$ cat config.mk
export PLATFORM = sky130hd
export DESIGN_NAME = bsfe_exec
export DESIGN_NICKNAME = d
export VERILOG_FILES = /design/src/verilog/bsfe_pkg.sv /design/src/verilog/bsfe_cond_if.sv /design/src/verilog/bsfe_cond.sv /design/src/verilog/bsfe_exec.sv
export SDC_FILE = /design/constraint.sdc
export NUM_CORES = 1
export LEC_CHECK = 0
export BUFFER_PORTS_ARGS = -buffer_cell sky130_fd_sc_hd__buf_2
export CORE_ASPECT_RATIO = 1.4
export CORE_MARGIN = 2
export CORE_UTILIZATION = 30
export CTS_CLUSTER_DIAMETER = 40
export CTS_CLUSTER_SIZE = 12
export DETAILED_ROUTE_END_ITERATION = 7
export REMOVE_ABC_BUFFERS = 1
export SKIP_LAST_GASP = 1
export SYNTH_ARGS = -nofsm -noshare
export SYNTH_HDL_FRONTEND = slang
export SYNTH_SLANG_ARGS = --single-unit
$ cat constraint.sdc
create_clock -name sys_clk_i -period 2.9 [get_ports sys_clk_i]
set_clock_uncertainty 0.15 [all_clocks]
set_input_delay 0.145 -clock sys_clk_i [delete_from_list [all_inputs] [get_ports sys_clk_i]]
set_output_delay 0.145 -clock sys_clk_i [all_outputs]
set_load 0.005 [all_outputs]
$ cat src/verilog/bsfe_pkg.sv
package bsfe_pkg;

   // status register bit positions
   localparam int SR_C = 0;
   localparam int SR_Z = 1;
   localparam int SR_N = 2;
   localparam int SR_V = 3;
   localparam int SR_S = 4;
   localparam int SR_H = 5;
   localparam int SR_T = 6;
   localparam int SR_I = 7;

   // cycle counts and program counter advances
   localparam logic [1:0] CYC_FALL = 2'h1;
   localparam logic [1:0] CYC_TAKEN = 2'h2;
   localparam int SKIP_ONE_WORD = 2;
   localparam int SKIP_TWO_WORD = 3;
   localparam int BRANCH_BIAS = 1;

   // register offsets
   localparam logic [7:0] OFS_CTRL = 8'h00;
   localparam logic [7:0] OFS_STATUS = 8'h04;
   localparam logic [7:0] OFS_TAKEN_CNT = 8'h08;
   localparam logic [7:0] OFS_FALL_CNT = 8'h0C;

   // field positions
   localparam int CTRL_ENABLE_BIT = 0;
   localparam int CTRL_CLEAR_BIT = 1;
   localparam int STAT_BUSY_BIT = 0;
   localparam int STAT_TAKEN_BIT = 1;
   localparam int STAT_CYC_LSB = 4;

   // reset values
   localparam logic CTRL_ENABLE_RST = 1'b1;

   typedef enum logic [4:0] {
      OP_NONE,
      OP_SKIP_IF_REG_BIT_SET,
      OP_SKIP_IF_IO_BIT_CLEAR,
      OP_SKIP_IF_IO_BIT_SET,
      OP_BRANCH_FLAG_BIT_SET,
      OP_BRANCH_FLAG_BIT_CLEAR,
      OP_BRANCH_EQUAL,
      OP_BRANCH_NOT_EQUAL,
      OP_BRANCH_CARRY_SET,
      OP_BRANCH_CARRY_CLEAR,
      OP_BRANCH_SAME_OR_HIGHER,
      OP_BRANCH_LOWER,
      OP_BRANCH_MINUS,
      OP_BRANCH_PLUS,
      OP_BRANCH_SIGNED_GE,
      OP_BRANCH_SIGNED_LT,
      OP_BRANCH_HALFCARRY_SET,
      OP_BRANCH_HALFCARRY_CLEAR,
      OP_BRANCH_TRANSFER_FLAG_SET,
      OP_BRANCH_TRANSFER_FLAG_CLEAR,
      OP_BRANCH_OVERFLOW_SET,
      OP_BRANCH_OVERFLOW_CLEAR,
      OP_BRANCH_IRQ_ENABLED,
      OP_BRANCH_IRQ_DISABLED
   } bsfe_op_e;

   typedef enum {
      ST_IDLE,
      ST_EXTRA
   } bsfe_state_e;

endpackage : bsfe_pkg

$ cat src/verilog/bsfe_cond_if.sv
`timescale 1ns/1ps
interface bsfe_cond_if
   import bsfe_pkg::*;
();
   bsfe_op_e   op;
   logic [2:0] bit_sel;
   logic [7:0] reg_val;
   logic [7:0] io_val;
   logic [7:0] status_register;
   logic       hit;
   logic       is_skip;
   logic       is_branch;

   modport req  (output op, bit_sel, reg_val, io_val, status_register,
                 input  hit, is_skip, is_branch);
   modport eval (input  op, bit_sel, reg_val, io_val, status_register,
                 output hit, is_skip, is_branch);
endinterface : bsfe_cond_if

$ cat src/verilog/bsfe_cond.sv
`timescale 1ns/1ps
module bsfe_cond
   import bsfe_pkg::*;
(
   bsfe_cond_if.eval cif
);

   logic [7:0] sr;

   assign sr = cif.status_register;

   always_comb begin
      cif.hit = 1'b0;
      cif.is_skip = 1'b0;
      cif.is_branch = 1'b1;
      case (cif.op)
         OP_SKIP_IF_REG_BIT_SET: begin
            cif.is_skip = 1'b1;
            cif.is_branch = 1'b0;
            cif.hit = cif.reg_val[cif.bit_sel];
         end
         OP_SKIP_IF_IO_BIT_CLEAR: begin
            cif.is_skip = 1'b1;
            cif.is_branch = 1'b0;
            cif.hit = ~cif.io_val[cif.bit_sel];
         end
         OP_SKIP_IF_IO_BIT_SET: begin
            cif.is_skip = 1'b1;
            cif.is_branch = 1'b0;
            cif.hit = cif.io_val[cif.bit_sel];
         end
         OP_BRANCH_FLAG_BIT_SET:        cif.hit = sr[cif.bit_sel];
         OP_BRANCH_FLAG_BIT_CLEAR:      cif.hit = ~sr[cif.bit_sel];
         OP_BRANCH_EQUAL:               cif.hit = sr[SR_Z];
         OP_BRANCH_NOT_EQUAL:           cif.hit = ~sr[SR_Z];
         OP_BRANCH_CARRY_SET,
         OP_BRANCH_LOWER:               cif.hit = sr[SR_C];
         OP_BRANCH_CARRY_CLEAR,
         OP_BRANCH_SAME_OR_HIGHER:      cif.hit = ~sr[SR_C];
         OP_BRANCH_MINUS:               cif.hit = sr[SR_N];
         OP_BRANCH_PLUS:                cif.hit = ~sr[SR_N];
         OP_BRANCH_SIGNED_GE:           cif.hit = ~(sr[SR_N] ^ sr[SR_V]);
         OP_BRANCH_SIGNED_LT:           cif.hit = sr[SR_N] ^ sr[SR_V];
         OP_BRANCH_HALFCARRY_SET:       cif.hit = sr[SR_H];
         OP_BRANCH_HALFCARRY_CLEAR:     cif.hit = ~sr[SR_H];
         OP_BRANCH_TRANSFER_FLAG_SET:   cif.hit = sr[SR_T];
         OP_BRANCH_TRANSFER_FLAG_CLEAR: cif.hit = ~sr[SR_T];
         OP_BRANCH_OVERFLOW_SET:        cif.hit = sr[SR_V];
         OP_BRANCH_OVERFLOW_CLEAR:      cif.hit = ~sr[SR_V];
         OP_BRANCH_IRQ_ENABLED:         cif.hit = sr[SR_I];
         OP_BRANCH_IRQ_DISABLED:        cif.hit = ~sr[SR_I];
         default: begin
            cif.is_branch = 1'b0;
            cif.hit = 1'b0;
         end
      endcase
   end

endmodule : bsfe_cond

$ cat src/verilog/bsfe_exec.sv
// Design decisions made here: the APB register port and the register offsets.
`timescale 1ns/1ps
module bsfe_exec
   import bsfe_pkg::*;
#(
   parameter int PC_W  = 9,
   parameter int OFS_W = 7,
   parameter int CNT_W = 16
) (
   input  wire logic             sys_clk_i,
   input  wire logic             nrst_i,
   // instruction side
   input  wire logic             instr_valid_i,
   input  wire bsfe_op_e         instr_op_i,
   input  wire logic [2:0]       bit_sel_i,
   input  wire logic [OFS_W-1:0] offset_i,
   input  wire logic [PC_W-1:0]  pc_i,
   input  wire logic             next_two_word_i,
   input  wire logic [7:0]       reg_val_i,
   input  wire logic [7:0]       io_val_i,
   input  wire logic [7:0]       status_register_i,
   output logic                  ready_o,
   output logic                  done_o,
   output logic                  taken_o,
   output logic                  pc_load_o,
   output logic [PC_W-1:0]       pc_next_o,
   output logic                  squash_o,
   output logic [1:0]            cycles_o,
   // apb slave
   input  wire logic             psel_i,
   input  wire logic             penable_i,
   input  wire logic             pwrite_i,
   input  wire logic [7:0]       paddr_i,
   input  wire logic [31:0]      pwdata_i,
   output logic [31:0]           prdata_o,
   output logic                  pready_o,
   output logic                  pslverr_o
);

   ////////////////////////////////////////////////////////////////////////
   // condition evaluation

   bsfe_cond_if cif ();

   assign cif.op = instr_op_i;
   assign cif.bit_sel = bit_sel_i;
   assign cif.reg_val = reg_val_i;
   assign cif.io_val = io_val_i;
   assign cif.status_register = status_register_i;

   bsfe_cond u_cond (
      .cif (cif)
   );

   ////////////////////////////////////////////////////////////////////////
   // control registers

   logic             exec_enable;
   logic             cnt_clear;
   logic [CNT_W-1:0] taken_cnt;
   logic [CNT_W-1:0] fall_cnt;
   logic             apb_wr;
   logic             apb_setup;

   assign apb_wr = psel_i & penable_i & pwrite_i;
   assign apb_setup = psel_i & ~penable_i;

   always_ff @(posedge sys_clk_i or negedge nrst_i) begin
      if (!nrst_i) begin
         exec_enable <= CTRL_ENABLE_RST;
      end else if (apb_wr && paddr_i == OFS_CTRL) begin
         exec_enable <= pwdata_i[CTRL_ENABLE_BIT];
      end
   end

   // counter clear is a one-cycle strobe
   always_ff @(posedge sys_clk_i or negedge nrst_i) begin
      if (!nrst_i) begin
         cnt_clear <= 1'b0;
      end else begin
         cnt_clear <= apb_wr && paddr_i == OFS_CTRL && pwdata_i[CTRL_CLEAR_BIT];
      end
   end

   ////////////////////////////////////////////////////////////////////////
   // sequencing

   bsfe_state_e      state;
   bsfe_state_e      next_state;
   logic             accept;
   logic             redirect;
   logic [PC_W-1:0]  ofs_ext;
   logic [PC_W-1:0]  branch_target;
   logic [PC_W-1:0]  skip_target;
   logic [PC_W-1:0]  fall_target;
   logic [PC_W-1:0]  next_pc;

   assign ready_o = (state == ST_IDLE) & exec_enable;
   assign accept = instr_valid_i & ready_o & (cif.is_skip | cif.is_branch);
   assign redirect = accept & cif.hit;

   assign ofs_ext = PC_W'($signed(offset_i));
   assign branch_target = pc_i + ofs_ext + PC_W'(BRANCH_BIAS);
   assign skip_target = next_two_word_i ? pc_i + PC_W'(SKIP_TWO_WORD)
                                        : pc_i + PC_W'(SKIP_ONE_WORD);
   assign fall_target = pc_i + PC_W'(1);

   always_comb begin
      next_pc = fall_target;
      if (cif.hit && cif.is_skip) begin
         next_pc = skip_target;
      end else if (cif.hit && cif.is_branch) begin
         next_pc = branch_target;
      end
   end

   // a taken skip or taken branch holds the issue slot one more cycle
   always_comb begin
      next_state = state;
      case (state)
         ST_IDLE: begin
            if (redirect) begin
               next_state = ST_EXTRA;
            end
         end
         ST_EXTRA: next_state = ST_IDLE;
         default:  next_state = ST_IDLE;
      endcase
   end

   always_ff @(posedge sys_clk_i or negedge nrst_i) begin
      if (!nrst_i) begin
         state <= ST_IDLE;
      end else begin
         state <= next_state;
      end
   end

   ////////////////////////////////////////////////////////////////////////
   // result outputs

   always_ff @(posedge sys_clk_i or negedge nrst_i) begin
      if (!nrst_i) begin
         done_o <= 1'b0;
         taken_o <= 1'b0;
         pc_load_o <= 1'b0;
         squash_o <= 1'b0;
         cycles_o <= CYC_FALL;
         pc_next_o <= '0;
      end else begin
         done_o <= accept;
         pc_load_o <= redirect;
         // the fetched successor is killed before it writes anything
         squash_o <= redirect;
         if (accept) begin
            taken_o <= cif.hit;
            cycles_o <= cif.hit ? CYC_TAKEN : CYC_FALL;
            pc_next_o <= next_pc;
         end
      end
   end

   // no flag output exists: the status register is only read here

   ////////////////////////////////////////////////////////////////////////
   // statistics

   always_ff @(posedge sys_clk_i or negedge nrst_i) begin
      if (!nrst_i) begin
         taken_cnt <= '0;
      end else if (cnt_clear) begin
         taken_cnt <= redirect ? CNT_W'(1) : '0;
      end else if (redirect) begin
         taken_cnt <= taken_cnt + CNT_W'(1);
      end
   end

   always_ff @(posedge sys_clk_i or negedge nrst_i) begin
      if (!nrst_i) begin
         fall_cnt <= '0;
      end else if (cnt_clear) begin
         fall_cnt <= (accept && !cif.hit) ? CNT_W'(1) : '0;
      end else if (accept && !cif.hit) begin
         fall_cnt <= fall_cnt + CNT_W'(1);
      end
   end

   ////////////////////////////////////////////////////////////////////////
   // apb read path

   logic [31:0] rd_mux;
   logic        rd_err;

   always_comb begin
      rd_mux = '0;
      rd_err = 1'b0;
      case (paddr_i)
         OFS_CTRL: rd_mux[CTRL_ENABLE_BIT] = exec_enable;
         OFS_STATUS: begin
            rd_mux[STAT_BUSY_BIT] = (state != ST_IDLE);
            rd_mux[STAT_TAKEN_BIT] = taken_o;
            rd_mux[STAT_CYC_LSB +: 2] = cycles_o;
         end
         OFS_TAKEN_CNT: rd_mux[CNT_W-1:0] = taken_cnt;
         OFS_FALL_CNT:  rd_mux[CNT_W-1:0] = fall_cnt;
         default:       rd_err = 1'b1;
      endcase
   end

   always_ff @(posedge sys_clk_i or negedge nrst_i) begin
      if (!nrst_i) begin
         prdata_o <= '0;
         pslverr_o <= 1'b0;
      end else if (apb_setup) begin
         prdata_o <= pwrite_i ? '0 : rd_mux;
         pslverr_o <= rd_err;
      end
   end

   assign pready_o = 1'b1;
endmodule : bsfe_exec

==> impl_metrics.env <==
export IMPL_leakagePower_nw=2.61
export IMPL_grt_pass1_vias=4044
export IMPL_htree_levels=3
export IMPL_multi_input_area_um2=2690
export IMPL_wl_per_cell_um=14.2
export IMPL_yosys_most_used_dff="dfrtp_1"
export IMPL_hp_class="in2reg"
export IMPL_dr_max_layer_used="met4"
export IMPL_ys_warn_count=0
export IMPL_vias=4079
export IMPL_cts_sinks=65
export IMPL_placed_cells=790
export IMPL_n_antenna_cell=0
export IMPL_ys_seq_elements=65
export IMPL_num_io_pins=145
export IMPL_slowest_stage="a2111oi_0"
export IMPL_end_kind="register"
export IMPL_clk_latency_ns=0.33
export IMPL_syn2layout_area_growth_pct=22.9
export IMPL_avgSynthCellArea_um2=8.81
export IMPL_startpoint_type="input port"
export IMPL_peakVddDrop_mv=0.261
export IMPL_max_slew_margin_pct=43.3
export IMPL_hold_viol=0
export IMPL_max_freq_ghz=0.396
export IMPL_place_hpwl_um=9010
export IMPL_crit_fanout=15
export IMPL_post_cts_buffers=0
export IMPL_synth_edff_count=0
export IMPL_mostFrequentLayoutCell="buf_2"
export IMPL_n_fill_cell=1551
export IMPL_slowest_delay_ns=0.54
export IMPL_cts_made_buffers=9
export IMPL_crit_buf_inv=3
export IMPL_layout_cells_non_filler=809
export IMPL_period_share_pct=87.0
export IMPL_outcome="finished clean"
export IMPL_nets=723
export IMPL_crit_type="in2reg"
export IMPL_grt_usage_pct=15.1
export IMPL_max_cap_viol_count=0
export IMPL_worst_slew_pin_slew_ns=0.850
export IMPL_initial_core_util_pct=30.5
export IMPL_rsz0062_at_grt="no"
export IMPL_cts_tree="done"
export IMPL_route_met2_wl_um=6010
export IMPL_die_h_um=150
export IMPL_seq_area_frac_synth_pct=35.7
export IMPL_overflow=0
export IMPL_finalMaxSlewViolations=0
export IMPL_async_flop_share_pct=100
export IMPL_required_ns=2.97
export IMPL_drive_gt1_share_pct=24.6
export IMPL_layout_area_seq_um2=1630
export IMPL_rows=53
export IMPL_setup_slack_ns=0.377
export IMPL_grt_antenna_before_repair=0
export IMPL_core_area_um2=14900
export IMPL_worstPathCellList="buf_2 > mux4_2 > mux2i_1 > mux2i_1 > a31oi_4 > buf_4 > a2111oi_0 > buf_4 > xnor2_1 > nor2_1"
export IMPL_preCtsSetupSlack_ns=0.0532
export IMPL_final_cell_mix="buf_2, dfrtp_1, nand2_1, nor2_1, o21ai_0"
export IMPL_clk_pin_slew_ns=0.05
export IMPL_cp_data_arrival_time_ns=2.59
export IMPL_synthCells=517
export IMPL_yosysUniqueCellTypes=54
export IMPL_ant_nets=0
export IMPL_cts_root_buf="clkbuf_16"
export IMPL_wl_met1_um=4680
export IMPL_drt_iter0_drc=134
export IMPL_die_w_um=108
export IMPL_grt_max_degree=39
export IMPL_grt_pass1_wl_um=19600
export IMPL_met3_length_um=540
export IMPL_first_pass_iters=4
export IMPL_synth_area_um2=4560
export IMPL_pwr_density_cell_nw_per_um2=443
export IMPL_die_area_um2=16200
export IMPL_port_buffers=97
export IMPL_drc=0
export IMPL_cts_path_max_buffers=2
export IMPL_wirelength_um=11500
export IMPL_gp_congestion=0.857
export IMPL_period_minus_slack_ns=2.52
export IMPL_vias_per_cell=5.04
export IMPL_cpLargestDelayFamily="multiplexers"
export IMPL_setup_violations=0
## final cells by class
type | instances | share of cell area (%)
multi-input cells | 404 | 48.0
clock buffers | 12 | 4.40
clock inverters | 3 | 1.16
repair buffers | 121 | 12.3
well taps | 192 | 4.29
flip-flops and latches | 65 | 29.1
inverters | 12 | 0.804
## state kept, by name (all words and copies together), names as in the netlist
| register | cells |
|---|---|
| fall_cnt | 16 |
| prdata_o | 16 |
| taken_cnt | 16 |
| pc_next_o | 9 |
| cnt_clear | 1 |
| cycles_o | 1 |
| done_o | 1 |
| exec_enable | 1 |
| pslverr_o | 1 |
| squash_o | 1 |
| state | 1 |
| taken_o | 1 |
## cell families after synthesis
| logic type | share of synthesized area [%] |
|---|---|
| simple gates | 21.6 |
| compound gates | 15.0 |
| buf+inv | 6.84 |
| xor+xnor | 7.88 |
| mux | 8.51 |
| flops | 35.7 |
| fa+ha+maj | 4.28 |
| other cells | 0.165 |
## worst min-delay path: stages
cell	delay [ns]
buf_2	0.12
nand3_1	0.06
mux2_2	0.14
nand2_1	0.04
## repair_timing
action,in CTS,in global routing
gates resized for setup,0,0
endpoints found under the hold margin,38,0
hold buffers,4,0
## power by group
part	total (mW)	internal [mW]	switching (mW)
Combinational	0.392	0.181	0.212
Sequential	0.950	0.931	0.0193
Clock	1.14	0.769	0.368
## worst paths after layout
path	startpoint	end	slack (ns)	cells after the start
min reg2reg	prdata_o[9]	prdata_o[9]	0.32	2
max in group asynchronous	nrst_i	cycles_o[0]	1.51	3
min	pc_i[8]	pc_next_o[8]	0.06	4
min in group asynchronous	nrst_i	prdata_o[10]	0.32	2
max reg2reg	taken_cnt[3]	taken_cnt[15]	0.46	8
max	bit_sel_i[1]	taken_cnt[15]	0.38	10
## stage by stage
step | power (mW) | utilization (%) | cell area (um^2) | TNS [ns] | hold slack, ns
6_report | 2.48 | 37.5 | 5600 | 0 | 0.0613
5_1_grt | 2.61 | 37.5 | 5600 | 0 | 0.0834
4_1_cts | 2.52 | 37.5 | 5600 | 0 | 0.0533
3_5_place_dp | 1.36 | 35.2 | 5250 | 0 | 0.152
3_3_place_gp | 1.35 | 35.2 | 5250 | 0 | 0.145
2_1_floorplan | 1.17 | - | 4350 | -21.77 | -0.301
## metal layers
layer | GRT usage (%) | up-vias
met2 | 27.8 | 121
met3 | 1.92 | 14
met5 | 0 | -
met4 | 6.28 | 0
met1 | 17.5 | 1938
li1 | - | 2006
## cells in the mapped netlist, types with 4 or more instances
library cell | instances | area [um^2]
dfrtp_1 | 63 | 1580
nand2_1 | 52 | 195
nor2_1 | 50 | 188
o21ai_0 | 30 | 150
clkbuf_1 | 28 | 105
xnor2_1 | 28 | 245
a21oi_1 | 27 | 135
buf_4 | 19 | 143
nand3_1 | 19 | 95.1
nand4_1 | 19 | 119
a22oi_1 | 15 | 113
ha_1 | 14 | 175
mux2i_1 | 14 | 140
xor2_1 | 13 | 114
inv_1 | 12 | 45.0
nor2b_1 | 8 | 50.1
a2111oi_0 | 7 | 61.3
and3_1 | 7 | 43.8
mux2_2 | 7 | 78.8
mux4_2 | 7 | 158
nor3_1 | 6 | 30.0
nand2b_1 | 5 | 31.3
o31ai_1 | 5 | 37.5
or4_1 | 5 | 37.5
a211oi_1 | 4 | 30.0
nand3b_1 | 4 | 30.0
Power figures use the tool's default switching activity.
